[src/rtl/cfs_defs.vh]
// Constants for the configuration select and input mux block
`ifndef CFS_DEFS_VH
`define CFS_DEFS_VH

// ----------------------------------------
// Register map
// ----------------------------------------
`define CFS_REG0_ADDR 8'h00
`define CFS_REG13_ADDR 8'h13
`define CFS_REG0_RST 8'h00
`define CFS_REG13_RST 8'h00
`define CFS_DEFAULTS_BIT 7
`define CFS_PRIMARY_SOURCE_BIT_BIT 1
`define CFS_SM_HI_BIT 7

// ----------------------------------------
// Serial port
// ----------------------------------------
`define CFS_I2C_ADDR 7'h6a

// ----------------------------------------
// Timing
// ----------------------------------------
`define CFS_CLK_KHZ 25000
`define CFS_POWERUP_MS 10
`define CFS_SETTLE_MS 1
`define CFS_POWERUP_CYC (`CFS_POWERUP_MS * `CFS_CLK_KHZ)
`define CFS_SETTLE_CYC (`CFS_SETTLE_MS * `CFS_CLK_KHZ)
`define CFS_STRAP_WAIT 2'h3

`endif

[src/rtl/cfs_cfg_mem.v]
// Stored configuration memory, four words, registered read
`timescale 1ns/1ps
`default_nettype none

module cfs_cfg_mem #(
   parameter W = 16,
   parameter [W-1:0] CFG0 = 16'h0000,
   parameter [W-1:0] CFG1 = 16'h0000,
   parameter [W-1:0] CFG2 = 16'h0000,
   parameter [W-1:0] CFG3 = 16'h0000
) (
   // Clock and reset
   input wire clock,
   input wire nrst,
   // Read port
   input wire [1:0] rd_addr,
   output reg [W-1:0] rd_data
);

   always @(posedge clock or negedge nrst) begin
      if (!nrst) begin
         rd_data <= {W{1'b0}};
      end else begin
         case (rd_addr)
            2'h0: rd_data <= CFG0;
            2'h1: rd_data <= CFG1;
            2'h2: rd_data <= CFG2;
            default: rd_data <= CFG3;
         endcase
      end
   end

endmodule // cfs_cfg_mem

`default_nettype wire

[src/rtl/cfs_top.v]
// Power-up strap, configuration select and reference input select
`timescale 1ns/1ps
`default_nettype none
`include "cfs_defs.vh"

module cfs_top #(
   parameter POWERUP_CYCLES = `CFS_POWERUP_CYC,
   parameter SETTLE_CYCLES = `CFS_SETTLE_CYC,
   parameter [6:0] SLAVE_ADDR = `CFS_I2C_ADDR,
   parameter [15:0] CFG0 = 16'h0000,
   parameter [15:0] CFG1 = 16'h0001,
   parameter [15:0] CFG2 = 16'h0002,
   parameter [15:0] CFG3 = 16'h0003
) (
   // Clock and reset
   input wire clock,
   input wire nrst,
   // Strap pin, later reference output
   input wire strap_select_pin_in,
   output reg strap_select_pin_out,
   output reg strap_select_pin_oe_n,
   input wire ref_out_level,
   // Shared pins: config_select_high or data, config_select_low or clock
   input wire cfg_sel_high_sda_in,
   output wire cfg_sel_high_sda_out,
   output wire cfg_sel_high_sda_oe_n,
   input wire cfg_sel_low_scl_in,
   // Reference input select
   input wire input_source_pin,
   output reg diff_input_selected,
   // Configuration state
   output reg hw_select_mode,
   output reg [1:0] config_index,
   output reg config_load,
   output reg config_busy,
   output reg [7:0] stored_defaults_reg,
   output reg [7:0] input_source_polarity_config
);

   // ----------------------------------------
   // States
   // ----------------------------------------
   localparam ST_STRAP = 5'h01;
   localparam ST_READ = 5'h02;
   localparam ST_APPLY = 5'h04;
   localparam ST_SETTLE = 5'h08;
   localparam ST_RUN = 5'h10;

   localparam PH_IDLE = 2'h0;
   localparam PH_ADDR = 2'h1;
   localparam PH_PTR = 2'h2;
   localparam PH_DATA = 2'h3;

   // ----------------------------------------
   // Input synchronisers
   // ----------------------------------------
   reg [3:0] sync1_q;
   reg [3:0] sync2_q;
   wire [3:0] pins_raw;
   assign pins_raw = {input_source_pin, cfg_sel_low_scl_in,
                      cfg_sel_high_sda_in, strap_select_pin_in};

   always @(posedge clock or negedge nrst) begin
      if (!nrst) begin
         sync1_q <= 4'h0;
         sync2_q <= 4'h0;
      end else begin
         sync1_q <= pins_raw;
         sync2_q <= sync1_q;
      end
   end

   wire strap_s = sync2_q[0];
   wire sda_s = sync2_q[1];
   wire scl_s = sync2_q[2];
   wire input_source_pin_s = sync2_q[3];
   wire [1:0] pin_index = {sda_s, scl_s};

   // ----------------------------------------
   // Power-up sequencing and config loads
   // ----------------------------------------
   reg [4:0] state_q;
   reg [1:0] strap_cnt_q;
   reg [23:0] pu_cnt_q;
   reg [23:0] settle_cnt_q;
   reg [1:0] mem_addr_q;
   reg boot_q;
   wire [15:0] mem_word;
   wire pu_done = (pu_cnt_q == POWERUP_CYCLES[23:0]);

   cfs_cfg_mem #(
      .W(16),
      .CFG0(CFG0),
      .CFG1(CFG1),
      .CFG2(CFG2),
      .CFG3(CFG3)
   ) u_mem (
      .clock(clock),
      .nrst(nrst),
      .rd_addr(mem_addr_q),
      .rd_data(mem_word)
   );

   // Serial register write strobe from the slave below
   reg wr_en;
   reg [7:0] wr_addr;
   reg [7:0] wr_data;

   always @(posedge clock or negedge nrst) begin
      if (!nrst) begin
         pu_cnt_q <= 24'h0;
      end else if (!pu_done) begin
         pu_cnt_q <= pu_cnt_q + 24'h1;
      end
   end

   always @(posedge clock or negedge nrst) begin
      if (!nrst) begin
         state_q <= ST_STRAP;
         strap_cnt_q <= 2'h0;
         settle_cnt_q <= 24'h0;
         mem_addr_q <= 2'h0;
         boot_q <= 1'b1;
         hw_select_mode <= 1'b0;
         config_index <= 2'h0;
         config_load <= 1'b0;
         config_busy <= 1'b1;
         strap_select_pin_oe_n <= 1'b1;
         strap_select_pin_out <= 1'b0;
         stored_defaults_reg <= `CFS_REG0_RST;
         input_source_polarity_config <= `CFS_REG13_RST;
      end else begin
         config_load <= 1'b0;
         if (state_q != ST_STRAP) begin
            strap_select_pin_out <= ref_out_level;
         end
         if (wr_en && wr_addr == `CFS_REG13_ADDR) begin
            input_source_polarity_config <= wr_data;
         end
         if (wr_en && wr_addr == `CFS_REG0_ADDR) begin
            stored_defaults_reg <= wr_data;
         end
         case (state_q)
            ST_STRAP: begin
               // Wait for the synchroniser to hold the real pin level
               strap_cnt_q <= strap_cnt_q + 2'h1;
               if (strap_cnt_q == `CFS_STRAP_WAIT) begin
                  hw_select_mode <= strap_s;
                  strap_select_pin_oe_n <= 1'b0;
                  // index from pins; fixed zero otherwise
                  mem_addr_q <= strap_s ? pin_index : 2'h0;
                  state_q <= ST_READ;
               end
            end
            ST_READ: begin
               state_q <= ST_APPLY;
            end
            ST_APPLY: begin
               config_index <= mem_addr_q;
               config_load <= 1'b1;
               stored_defaults_reg <= mem_word[15:8];
               input_source_polarity_config <= mem_word[7:0];
               // Serial mode with defaults flag keeps reset values, with the defaults flag set in stored_defaults_reg
               if (boot_q && !hw_select_mode &&
                   mem_word[8 + `CFS_DEFAULTS_BIT]) begin
                  stored_defaults_reg <= `CFS_REG0_RST |
                     (8'h01 << `CFS_DEFAULTS_BIT);
                  input_source_polarity_config <= `CFS_REG13_RST;
               end
               boot_q <= 1'b0;
               settle_cnt_q <= 24'h0;
               state_q <= ST_SETTLE;
            end
            ST_SETTLE: begin
               // hold off further loads for the settle time
               settle_cnt_q <= settle_cnt_q + 24'h1;
               if (settle_cnt_q == SETTLE_CYCLES[23:0] - 24'h1) begin
                  config_busy <= 1'b0;
                  state_q <= ST_RUN;
               end
            end
            ST_RUN: begin
               // only after power-up time, flag clear, pin mode
               // compare with last loaded index, one load each
               if (hw_select_mode && pu_done &&
                   !stored_defaults_reg[`CFS_DEFAULTS_BIT] &&
                   pin_index != config_index) begin
                  mem_addr_q <= pin_index;
                  config_busy <= 1'b1;
                  state_q <= ST_READ;
               end
            end
            default: begin
               state_q <= ST_STRAP;
            end
         endcase
      end
   end

   // ----------------------------------------
   // Reference input select
   // ----------------------------------------
   // pin control only in manual mode; registered so it cannot glitch
   // pin XOR polarity picks differential input
   always @(posedge clock or negedge nrst) begin
      if (!nrst) begin
         diff_input_selected <= 1'b0;
      end else if (state_q != ST_STRAP &&
                   !input_source_polarity_config[`CFS_SM_HI_BIT]) begin
         diff_input_selected <= input_source_pin_s ^
            input_source_polarity_config[`CFS_PRIMARY_SOURCE_BIT_BIT];
      end
   end

   // ----------------------------------------
   // Serial slave port
   // ----------------------------------------
   reg sda_d1_q;
   reg scl_d1_q;
   reg [1:0] phase_q;
   reg [3:0] bitcnt_q;
   reg [7:0] shift_q;
   reg [7:0] rdbuf_q;
   reg [7:0] ptr_q;
   reg rw_q;
   reg ack_slot_q;
   reg drive_low_q;

   // port lives only in serial strap mode
   wire i2c_on = !hw_select_mode && state_q != ST_STRAP;
   wire scl_rise = i2c_on && scl_s && !scl_d1_q;
   wire scl_fall = i2c_on && !scl_s && scl_d1_q;
   wire start_c = i2c_on && scl_s && scl_d1_q && !sda_s && sda_d1_q;
   wire stop_c = i2c_on && scl_s && scl_d1_q && sda_s && !sda_d1_q;
   wire reading = (phase_q == PH_DATA) && rw_q;

   // Register read decode
   function [7:0] reg_read;
      input [7:0] addr;
      begin
         if (addr == `CFS_REG0_ADDR) begin
            reg_read = stored_defaults_reg;
         end else if (addr == `CFS_REG13_ADDR) begin
            reg_read = input_source_polarity_config;
         end else begin
            reg_read = 8'h00;
         end
      end
   endfunction

   // Next read byte, decoded once for both buffer and first bit
   wire [7:0] rd_next = reg_read(ptr_q);

   assign cfg_sel_high_sda_out = 1'b0;
   assign cfg_sel_high_sda_oe_n = !(drive_low_q && i2c_on);

   always @(posedge clock or negedge nrst) begin
      if (!nrst) begin
         sda_d1_q <= 1'b1;
         scl_d1_q <= 1'b1;
         phase_q <= PH_IDLE;
         bitcnt_q <= 4'h0;
         shift_q <= 8'h00;
         rdbuf_q <= 8'h00;
         ptr_q <= 8'h00;
         rw_q <= 1'b0;
         ack_slot_q <= 1'b0;
         drive_low_q <= 1'b0;
         wr_en <= 1'b0;
         wr_addr <= 8'h00;
         wr_data <= 8'h00;
      end else begin
         sda_d1_q <= sda_s;
         scl_d1_q <= scl_s;
         wr_en <= 1'b0;
         if (start_c) begin
            phase_q <= PH_ADDR;
            bitcnt_q <= 4'h0;
            rw_q <= 1'b0;
            ack_slot_q <= 1'b0;
            drive_low_q <= 1'b0;
         end else if (stop_c || !i2c_on) begin
            phase_q <= PH_IDLE;
            drive_low_q <= 1'b0;
         end else if (phase_q != PH_IDLE && scl_rise) begin
            if (bitcnt_q == 4'h8) begin
               bitcnt_q <= 4'h0;
               // Master refusal of a read byte ends the transfer
               if (reading && sda_s) begin
                  phase_q <= PH_IDLE;
               end
            end else begin
               shift_q <= {shift_q[6:0], sda_s};
               bitcnt_q <= bitcnt_q + 4'h1;
            end
         end else if (phase_q != PH_IDLE && scl_fall) begin
            ack_slot_q <= 1'b0;
            drive_low_q <= 1'b0;
            if (bitcnt_q == 4'h8) begin
               ack_slot_q <= !reading;
               case (phase_q)
                  PH_ADDR: begin
                     if (shift_q[7:1] == SLAVE_ADDR) begin
                        drive_low_q <= 1'b1;
                        rw_q <= shift_q[0];
                        phase_q <= shift_q[0] ? PH_DATA : PH_PTR;
                     end else begin
                        phase_q <= PH_IDLE;
                     end
                  end
                  PH_PTR: begin
                     ptr_q <= shift_q;
                     drive_low_q <= 1'b1;
                     phase_q <= PH_DATA;
                  end
                  default: begin
                     if (!rw_q) begin
                        wr_en <= 1'b1;
                        wr_addr <= ptr_q;
                        wr_data <= shift_q;
                        ptr_q <= ptr_q + 8'h01;
                        drive_low_q <= 1'b1;
                     end
                  end
               endcase
            end else if (bitcnt_q == 4'h0 && reading) begin
               // Ack done or master acked: next read byte out
               rdbuf_q <= rd_next;
               drive_low_q <= !rd_next[7];
               ptr_q <= ptr_q + 8'h01;
            end else if (reading && !ack_slot_q) begin
               drive_low_q <= !rdbuf_q[3'h7 - bitcnt_q[2:0]];
            end
         end
      end
   end

endmodule // cfs_top

`default_nettype wire

[config.mk]
export PLATFORM = sky130hd
export DESIGN_NAME = cfs_top
export DESIGN_NICKNAME = d
export VERILOG_FILES = /design/src/rtl/cfs_cfg_mem.v /design/src/rtl/cfs_top.v
export VERILOG_INCLUDE_DIRS = /design/src /design/src/rtl
export SDC_FILE = /design/constraint.sdc
export NUM_CORES = 1
export LEC_CHECK = 0
export BUFFER_PORTS_ARGS = -buffer_cell sky130_fd_sc_hd__buf_2
export CORE_ASPECT_RATIO = 0.75
export CORE_MARGIN = 3
export CORE_UTILIZATION = 50
export DETAILED_ROUTE_END_ITERATION = 10
export GPL_TIMING_DRIVEN = 0
export PLACE_DENSITY = 0.73
export SETUP_SLACK_MARGIN = 0.2
export SKIP_CTS_REPAIR_TIMING = 1
export SLEW_MARGIN = 20
export SYNTH_ARGS = -nofsm -noshare
export SYNTH_HDL_FRONTEND = slang
export SYNTH_SLANG_ARGS = --single-unit
[constraint.sdc]
create_clock -name clock -period 2.39 [get_ports clock]
set_input_delay 0.478 -clock clock [delete_from_list [all_inputs] [get_ports clock]]
set_output_delay 0.478 -clock clock [all_outputs]
set_load 0.01 [all_outputs]
## Word-level counts from Yosys, hierarchy flattened

Index checks and enable logic that the tools add are counted.

- Input bits: 7
- Output and inout port bits: 26
- Register bits after elaboration: 144
- Logic and storage cells: 216

- Reduce and logical (&&, ||, !) cells: 73
- Magnitude comparators: 1
- $add $sub $neg: 6
- Muxes and demuxes: 70
- Equal/unequal tests: 28
- Bitwise operators: 7

Operators by type and width:

| operator | number |
|---|---|
| 8-bit 2-to-1 mux | 10 |
| 24-bit by 1-bit adder with 24-bit output (second input constant) | 2 |
| 24-bit case mux with 2 select lines | 1 |
| 1-bit 2-to-1 mux | 32 |
| 5-bit case mux with 5 select lines | 1 |
| 24-bit by 15-bit equality test with 1-bit output (second input constant) | 1 |
| 24-bit by 18-bit equality test with 1-bit output (second input constant) | 1 |
| 1-bit logical AND | 24 |
| 2-bit 2-to-1 mux | 12 |
| 2-bit nonzero test | 12 |
| 8-bit by 5-bit equality test with 1-bit output (second input constant) | 2 |
| 8-bit zero test | 2 |
| 4-bit 2-to-1 mux | 4 |
| 8-bit case mux with 2 select lines | 1 |
| 5-bit 2-to-1 mux | 3 |
| 7-bit AND reduction | 2 |
| 1-bit zero test | 13 |
| 2-bit inequality test (second input constant) | 6 |
| 3-bit AND reduction | 4 |
| 6-bit AND reduction | 2 |
| 8-bit by 1-bit adder with 8-bit output (second input constant) | 1 |
| 2-bit equality test (second input constant) | 4 |
| 2-bit case mux with 2 select lines | 2 |
| 4-bit AND reduction | 2 |
| other kinds (31) | 41 |

## Logic depth before layout (Yosys ltp)

Gate-level depths: netlist of the first run.

- Word-level depth: 11
- Mapped depth: 8
- Mapped depth without buffers: 7

## By module

Synthesis of the first run repeated with hierarchy kept, for this count alone.

- Cells, all modules: 663
- Area, all modules: 6995.5 um^2

Modules (own cells, without submodules):

| module | cells an instance | area an instance (um^2) | seq. area each (um^2) | instances |
|---|---|---|---|---|
| cfs_top | 644 | 6829.0 | 3560.9 | 1 |
| cfs_cfg_mem | 19 | 166.4 | 50.0 | 1 |

## Worst setup path before layout of the first run

OpenSTA, ideal clock, no wires.

- Path type: register -> register
- From: reg bitcnt_q[0]
- To: reg wr_addr[0]
- Stages on the path, launching flop included: 8
- Data required time: 2265 ps
- Library setup time: 125 ps
- Slack: 316 ps
- Period minus slack after synthesis: 2074 ps
- Buffers on the path: 2
- Arrival time: 1948 ps
- Cells stage by stage: dfrtp_1 > inv_1 > ha_1 > nand3b_1 > or4_1 > buf_6 > buf_8 > mux2_4

- Longest elaborated chain between the ends: 2

Ends and longest elaborated chain:

| item | line | text |
|---|---|---|
| start, declared | cfs_top.v:221 | `reg [3:0] bitcnt_q;` |
| start signal, assigned | cfs_top.v:294 | `bitcnt_q <= bitcnt_q + 4'h1;` |
| 4-bit equality test | cfs_top.v:299 | `if (bitcnt_q == 4'h8) begin` |
| 7-bit AND reduction (no line) | - |  |
| end signal, assigned | cfs_top.v:319 | `wr_addr <= ptr_q;` |
| end, declared | cfs_top.v:106 | `reg [7:0] wr_addr;` |

Every way passes these cells.
A chain may end at the register's enable or synchronous reset.

## Final worst setup path of the first run

Same ends and word-level chain as after synthesis.

==> out/qor.yml, run 1 <==
grt-ovfl-total: 0
synth_nets: 650
setup_viol: 0
synthCells: 631
hpwlAfterDp_mm: 10.1
cts_tree: "yes"
ant_nets: 0
antenna_cells: 0
power.density_nw_per_um2: 647
die_h_um: 107
rrSetupSlack_ps: 250
p_sw_frac: 0.247
drive_above_1_share: 0.199
cts.sinks: 143
vias: 5120
path_clk_slew_ps: 70
grt_use_total: 0.204
dieArea_um2: 15100
synth_top_area_frac: 0.507
gp_congestion: 0.887
synth_ff_type: "dfrtp_1"
die_w_um: 141
ys_async_sr_fraction: 1.00
ys_ff_latch: 143
initial_utilization: 0.518
arrival_ps: 2440
grt_pass1_wl_mm: 24.8
drv_slew: 0
switchingPower_w: 0.00127
cts-htree-levels: 4
outcome: "finished, final reports clean"
hold_class: "in -> reg"
port_buffers: 31
clock.fmax_mhz: 467
syn_area_per_cell_um2: 10.8
hold_violations: 0
power_frac_seq: 0.479
drc_errors: 0
post-route-min-period_ps: 2140
rows: 36
peakVddDrop_mv: 0.528
cpPeakStageDelay_ps: 520
mostFrequentLayoutCell: "dfrtp_1"
synth_area_leaders: "dfrtp_1 51%, mux2i_1 4.6%, nand2_1 3.6%, mux2_2 3.0%, xnor2_1 2.7%"
relSlewSlack: 0.563
p_comb_frac: 0.028
power.total_w: 0.00515
skew_ps: 10.6
p_leak_nw: 3.64
fin_ws_ps: 249
via_per_inst: 5.82
maxCapViolations: 0
clockBufferDepth: 2
cts_buffers: 17
first_pass_iters: 4
synth_top_area_cell: "dfrtp_1"
synth.yosys.seq_area_share: 0.526
pre_cts_ws_ps: 109
reg.largest.list: "pu_cnt_q: 24 flops, settle_cnt_q: 24 flops"
synth_edf_count: 0
cp-start-kind: "flop"
cts_root_buffer: "clkbuf_16"
grt_pass1_vias: 5032
tightest_slew_ps: 650
crit_type: "reg -> reg"
internal-power_w: 0.00388
syn_to_final_growth_pct: 16.9
yosys_warnings: 0
crit_path_max_fanout: 10
grt_start_max_net_pins: 99
drt_iter0_drc: 373
rsz0062_at_grt: "yes"
clockPowerShare: 0.493
wire_per_inst_um: 16.9
final_nets: 714
antenna_found_initial: 0
clk-insertion-delay-late_ps: 420
ios: 33
core_area_um2: 13200
synth_area_um2: 6810
routed_wl_mm: 14.9
synth_cell_types: 72
fin_crit_sh: 0.896
worstPathCellList: "inv_2, ha_2, nand3b_1, or4_4, buf_6, buf_8, mux2_4"
cp_slowest_cell: "or4_4"
final_cell_mix: "136 x dfrtp_1, 65 x nand2_1, 42 x nor2_1"
worstPathRequired_ps: 2680
endpoint_kind: "flop"
fillers: 1050
-- synthesized netlist by cell type (all sizes together), types with 6 or more instances --
library cell  instances
xor2                  7
nand4                13
a22oi                 8
o21ai                42
dfrtp               138
nor2                 44
clkbuf               13
and3                 10
xnor2                21
a21oi                22
mux2i                31
inv                  22
nor2b                 6
ha                   12
buf                   8
nor3                 11
mux2                 27
o211ai                6
nor4                 10
nand3                30
nand2                65
-- final timing paths --
check	from	end	cells after the start
hold / removal	cfg_sel_high_sda_in	sync1_q[1]	1
setup reg to reg	bitcnt_q[0]	wr_addr[0]	7
hold reg to reg	sync1_q[1]	sync2_q[1]	0
min in group asynchronous	nrst	pu_cnt_q[8]	2
setup / recovery	bitcnt_q[0]	wr_addr[0]	7
max in group asynchronous	nrst	bitcnt_q[1]	3
-- cell families after synthesis --
group,after synthesis,synth area share
multiplexers,60,0.102
XOR/XNOR,28,0.0360
buffers and inverters,43,0.0277
AND/OR/NAND/NOR,227,0.173
other,1,0.000551
adder cells (fa/ha/maj),12,0.0220
AO/OA/AOI/OAI,117,0.113
flip-flops,143,0.526
-- area by class of cell --
class,instances,area [um^2],share of cell area
flip-flops and latches,143,3590,0.451
multi-input cells,445,3090,0.388
clock buffers,17,425,0.0534
repair buffers,45,293,0.0368
well taps,171,214,0.0269
clock inverters,15,148,0.0185
plain buffers,21,119,0.0149
inverters,22,82.6,0.0104
-- routing by layer --
metal / routed length (um) / GRT usage
met1: 7430 / 0.300
met2: 6620 / 0.303
met3: 619 / 0.0437
met4: 199 / 0.0671
met5: 0 / 0
-- power groups by stage --
| stage | clock (W) | combinational [W] | sequential [W] |
|---|---|---|---|
| after global placement | 0 | 0.000124 | 0.00251 |
| after detailed placement | 0 | 0.000135 | 0.00251 |
| after CTS | 0.00258 | 0.000137 | 0.00247 |
| after floorplan | 0 | 0.0000527 | 0.00251 |
| final | 0.00254 | 0.000147 | 0.00247 |
| after global routing | 0.00269 | 0.000167 | 0.00247 |
-- worst max-delay path: cells and delay by family, from the launching register on --
kind	cells	cell delay [ps]
fa+ha+maj	1	210
buf+inv	3	430
flops	1	400
mux	1	300
simple gates	2	690
-- metrics by stage --
stage	hold slack, ps	util	area [um^2]	setup TNS, ps	std cells
final	167	0.605	7960	0	879
after global routing	153	0.605	7960	0	879
after CTS	-43.3	0.592	7790	0	866
after detailed placement	342	0.549	7220	0	834
after global placement	338	0.546	7180	-147830	833
after floorplan	182	-	6810	0	631
No activity file was read; power rests on OpenSTA's default activity.
==> run 2: changes to the inputs <==
- CTS_BUF_LIST: not set -> sky130_fd_sc_hd__clkbuf_8
- MAX_ROUTING_LAYER: not set -> met4
==> out/qor.yml, run 2 (synthesis results as in run 1) <==
wire_per_inst_um: 17.0  # was 16.9 um
ant_nets: 0  # unchanged
cts.sinks: 143  # unchanged
maxCapViolations: 0  # unchanged
clk-insertion-delay-late_ps: 450  # was 420 ps
clock.fmax_mhz: 458  # was 467 MHz
cts_root_buffer: "clkbuf_8"  # was clkbuf_16
vias: 5130  # was 5120
syn_to_final_growth_pct: 14.9  # was 16.9%
hold_class: "in -> reg"  # unchanged
grt_pass1_vias: 4997  # was 5032
fin_crit_sh: 0.914  # was 0.896
outcome: "finished, final reports clean"  # unchanged
peakVddDrop_mv: 0.380  # was 0.528 mV
gp_congestion: 0.894  # was 0.887
antenna_found_initial: 0  # unchanged
tightest_slew_ps: 679  # was 650 ps
final_cell_mix: "136 x dfrtp_1, 65 x nand2_1, 42 x nor2_1"  # unchanged
routed_wl_mm: 14.9  # about the same
seq_area_um2: 3590  # unchanged
antenna_cells: 0  # unchanged
hold_violations: 0  # unchanged
grt_use_total: 0.211  # was 0.204
core_area_um2: 13200  # unchanged
holdWs_ps: 141  # was 167 ps
die_h_um: 107  # unchanged
r2r_cells: 7  # unchanged
placed_cells: 834  # unchanged
crit_path_max_fanout: 9  # was 10
ios: 33  # unchanged
cp-start-kind: "flop"  # unchanged
initial_utilization: 0.518  # unchanged
rows: 36  # unchanged
path_clk_slew_ps: 80  # was 70 ps
mostFrequentLayoutCell: "dfrtp_1"  # unchanged
port_buffers: 31  # unchanged
hpwlAfterDp_mm: 10.3  # was 10.1 mm
arrival_ps: 1710  # was 2440 ps
cts_buffers: 17  # unchanged
post-route-min-period_ps: 2180  # was 2140 ps
drive_above_1_share: 0.199  # unchanged
via_per_inst: 5.84  # was 5.82
grt_pass1_wl_mm: 24.8  # about the same
setup_viol: 0  # unchanged
die_w_um: 141  # unchanged
final_nets: 714  # unchanged
worstPathRequired_ps: 1910  # was 2680 ps
grt-ovfl-total: 0  # unchanged
dieArea_um2: 15100  # unchanged
grt_start_max_net_pins: 103  # was 99
skew_ps: 18.0  # was 10.6 ps
relSlewSlack: 0.544  # was 0.563
power.density_nw_per_um2: 589  # was 647 nW/um^2
drc_errors: 0  # unchanged
fin_cells: 879  # unchanged
hold_path_depth: 1  # unchanged
reg.largest.list: "pu_cnt_q: 24 flops, settle_cnt_q: 24 flops"  # unchanged
clockBufferDepth: 2  # unchanged
crit_type: "reg -> out"  # was reg -> reg
fillers: 1070  # was 1050
multiInputGateArea_um2: 3110  # was 3090 um^2
drt_iter0_drc: 397  # was 373
cts-htree-levels: 4  # unchanged
drv_slew: 0  # unchanged
rsz0062_at_grt: "yes"  # unchanged
first_pass_iters: 5  # was 4
cts_tree: "yes"  # unchanged
endpoint_kind: "output pin"  # was flop
p_leak_nw: 3.57  # was 3.64 nW
run 2: cell types whose count changed in the layout (fill, tap and decap cells not counted), moves of 2 or more:
| cell | before | now |
|---|---|---|
| clkbuf_16 | 17 | 0 |
| bufinv_16 | 0 | 2 |
| clkbuf_8 | 0 | 17 |
| clkinv_4 | 0 | 2 |
run 2: worst max-delay path, stage by stage (launching register included):
cell and delay (ps):
dfrtp_1 370, clkbuf_4 170, nor3_2 320, a21oi_4 130
nand2_1 130, buf_2 140
run 2: final timing paths:
check                                        end  slack [ps]                start
hold reg to reg                       sync2_q[2]         350           sync1_q[2]
hold / removal                        sync1_q[1]         140  cfg_sel_high_sda_in
max in group asynchronous            bitcnt_q[1]        1070                 nrst
setup reg to reg                      wr_data[1]         230             scl_d1_q
min in group asynchronous           pu_cnt_q[16]         500                 nrst
setup / recovery           cfg_sel_high_sda_oe_n         210           state_q[1]
run 2: cell type report:
type | instances | share of cell area
Buffer | 21 | 0.0166
Clock buffer | 17 | 0.0299
Clock inverter | 15 | 0.0230
Inverter | 22 | 0.0105
Multi-Input combinational cell | 445 | 0.397
Sequential cell | 143 | 0.458
Tap cell | 171 | 0.0273
Timing Repair Buffer | 45 | 0.0374
run 2: per-stage QoR:
step | setup TNS (ps) | util | total power (W) | setup slack [ps] | area (um^2)
after floorplan | 0 | - | 0.00256 | 316 | 6810
after global placement | -149320 | 0.546 | 0.00263 | -1090 | 7180
after detailed placement | 0 | 0.549 | 0.00265 | 49.4 | 7220
after CTS | -2.99 | 0.580 | 0.00464 | -2.19 | 7630
after global routing | 0 | 0.595 | 0.00479 | 118 | 7830
final | 0 | 0.595 | 0.00461 | 205 | 7830
run 2: metal layers:
layer	track usage	share of wire	vias to the layer above
met2	0.305	0.44	145
met5	-	0	-
li1	-	-	2406
met4	0.0678	0.019	0
met3	0.0459	0.049	24
met1	0.300	0.49	2555
run 2: report_power, final:
group / switching [W] / total (W) / leakage [nW] / internal [W]
Sequential: 0.0000220 / 0.00246 / 1.91 / 0.00244
Clock: 0.00103 / 0.00199 / 0.203 / 0.000964
Combinational: 0.0000982 / 0.000153 / 1.46 / 0.0000548
Total: 0.00115 / 0.00461 / 3.57 / 0.00346
==> run 3: changes to the inputs <==
- MAX_ROUTING_LAYER: met4 -> not set
==> out/qor.yml, run 3 (synthesis results as in run 1) <==
drv_slew: 0  # unchanged
maxCapViolations: 0  # unchanged
cts_tree: "yes"  # unchanged
rows: 36  # unchanged
vias: 5110  # was 5130
ant_nets: 0  # unchanged
cp_slowest_cell: "or4_4"  # was dfrtp_1
arrival_ps: 2480  # was 1710 ps
hold_class: "in -> reg"  # unchanged
cts-htree-levels: 4  # unchanged
die_h_um: 107  # unchanged
clock.fmax_mhz: 464  # was 458 MHz
cts.sinks: 143  # unchanged
clk-insertion-delay-late_ps: 440  # was 450 ps
wire_per_inst_um: 16.8  # was 17.0 um
topRoutingLayerUsed: "met4"  # unchanged
placed_cells: 834  # unchanged
final_cell_mix: "136 x dfrtp_1, 65 x nand2_1, 41 x nor2_1"  # was 136 x dfrtp_1, 65 x nand2_1, 42 x nor2_1
dieArea_um2: 15100  # unchanged
mostFrequentLayoutCell: "dfrtp_1"  # unchanged
crit_type: "reg -> reg"  # was reg -> out
post-route-min-period_ps: 2160  # was 2180 ps
cp-start-kind: "flop"  # unchanged
cpPeakStageDelay_ps: 570  # was 370 ps
fin_crit_sh: 0.902  # was 0.914
tightest_slew_ps: 657  # was 679 ps
fin_ws_ps: 234  # was 205 ps
core_area_um2: 13200  # unchanged
rsz0062_at_grt: "yes"  # unchanged
hpwlAfterDp_mm: 10.1  # was 10.3 mm
grt_start_max_net_pins: 99  # was 103
grt_pass1_wl_mm: 24.4  # was 24.8 mm
worstPathRequired_ps: 2710  # was 1910 ps
antenna_cells: 0  # unchanged
power.density_nw_per_um2: 573  # was 589 nW/um^2
clockBufferDepth: 2  # unchanged
drc_errors: 0  # unchanged
first_pass_iters: 5  # unchanged
fin_cells: 880  # was 879
rrSetupSlack_ps: 230  # about the same
grt_pass1_vias: 4957  # was 4997
syn_to_final_growth_pct: 14.3  # was 14.9%
hold_path_depth: 1  # unchanged
worstHoldStart: "cfg_sel_high_sda_in"  # unchanged
crit_path_max_fanout: 10  # was 9
initial_utilization: 0.518  # unchanged
endpoint_kind: "flop"  # was output pin
wl_met1_mm: 7.38  # was 7.34 mm
path_clk_slew_ps: 90  # was 80 ps
dr_wl_met2_mm: 6.51  # was 6.57 mm
regToRegStartpoint: "bitcnt_q[0]"  # was scl_d1_q
r2r_cells: 7  # unchanged
setup_viol: 0  # unchanged
gp_congestion: 0.887  # was 0.894
ios: 33  # unchanged
outcome: "finished, final reports clean"  # unchanged
holdWs_ps: 138  # was 141 ps
routed_wl_mm: 14.8  # was 14.9 mm
port_buffers: 31  # unchanged
holdPathEnd: "sync1_q[1]"  # unchanged
skew_ps: 13.0  # was 18.0 ps
r2r-end: "wr_addr[0]"  # was wr_data[1]
wl_met3_um: 755  # was 730 um
reg.largest.list: "pu_cnt_q: 24 flops, settle_cnt_q: 24 flops"  # unchanged
antenna_found_initial: 0  # unchanged
peakVddDrop_mv: 0.356  # was 0.380 mV
drive_above_1_share: 0.205  # was 0.199
grt_use_total: 0.202  # was 0.211
pre_cts_ws_ps: 109  # was 49.4 ps
p_leak_nw: 3.55  # was 3.57 nW
relSlewSlack: 0.550  # was 0.544
drt_iter0_drc: 334  # was 397
hold_violations: 0  # unchanged
cts_root_buffer: "clkbuf_8"  # unchanged
final_nets: 715  # was 714
worstPathCellList: "inv_2, ha_4, nand3b_1, or4_4, buf_6, buf_8, mux2_4"  # was clkbuf_4, nor3_2, a21oi_4, nand2_1, buf_2
fin_tns_setup_ps: 0  # unchanged
die_w_um: 141  # unchanged
via_per_inst: 5.81  # was 5.84
cts_buffers: 17  # unchanged
grt-ovfl-total: 0  # unchanged
## run 3: routing by layer
layer,global-route usage,vias to the layer above
li1,-,2413
met1,0.299,2548
met2,0.295,133
met3,0.0495,16
met4,0.0574,0
met5,0,-
## run 3: how the worst max path moves through the flow
stage	start	slack, ps	to
final	bitcnt_q[0]	230	wr_addr[0]
after global routing	sync2_q[2]	90	phase_q[1]
after CTS	bitcnt_q[0]	70	wr_addr[0]
after detailed placement	bitcnt_q[0]	110	wr_addr[0]
after global placement	nrst	-1070	wr_data[4]
after floorplan	bitcnt_q[0]	320	wr_addr[0]
## run 3: where the power goes
group	switching [W]	total (W)	internal (W)	leakage [nW]
combinational	0.0000982	0.000155	0.0000564	1.46
clock	0.00107	0.00184	0.000771	0.183
sequential	0.0000212	0.00246	0.00244	1.91
total	0.00119	0.00446	0.00327	3.55
## run 3: cell type report
class                           count  area (um^2)
Buffer                             21          120
Clock buffer                       17          234
Clock inverter                     15          148
Fill cell                        1083         5370
Inverter                           22         82.6
Multi-Input combinational cell    445         3100
Sequential cell                   143         3590
Tap cell                          171          214
Timing Repair Buffer               46          300
## run 3: worst max-delay path, delay by kind of cell, from the launching register on
kind,cells,cell delay [ps]
and+or+nand+nor,2,720
buffers and inverters,3,450
DFF,1,410
muxes,1,300
adders and majority gates,1,160
## run 3: per-stage QoR
stage	cell area, um^2	power [W]	util
6_report	7780	0.00446	0.592
5_1_grt	7780	0.00464	0.592
4_1_cts	7600	0.00448	0.578
3_5_place_dp	7220	0.00265	0.549
3_3_place_gp	7180	0.00263	0.546
2_1_floorplan	6810	0.00256	-
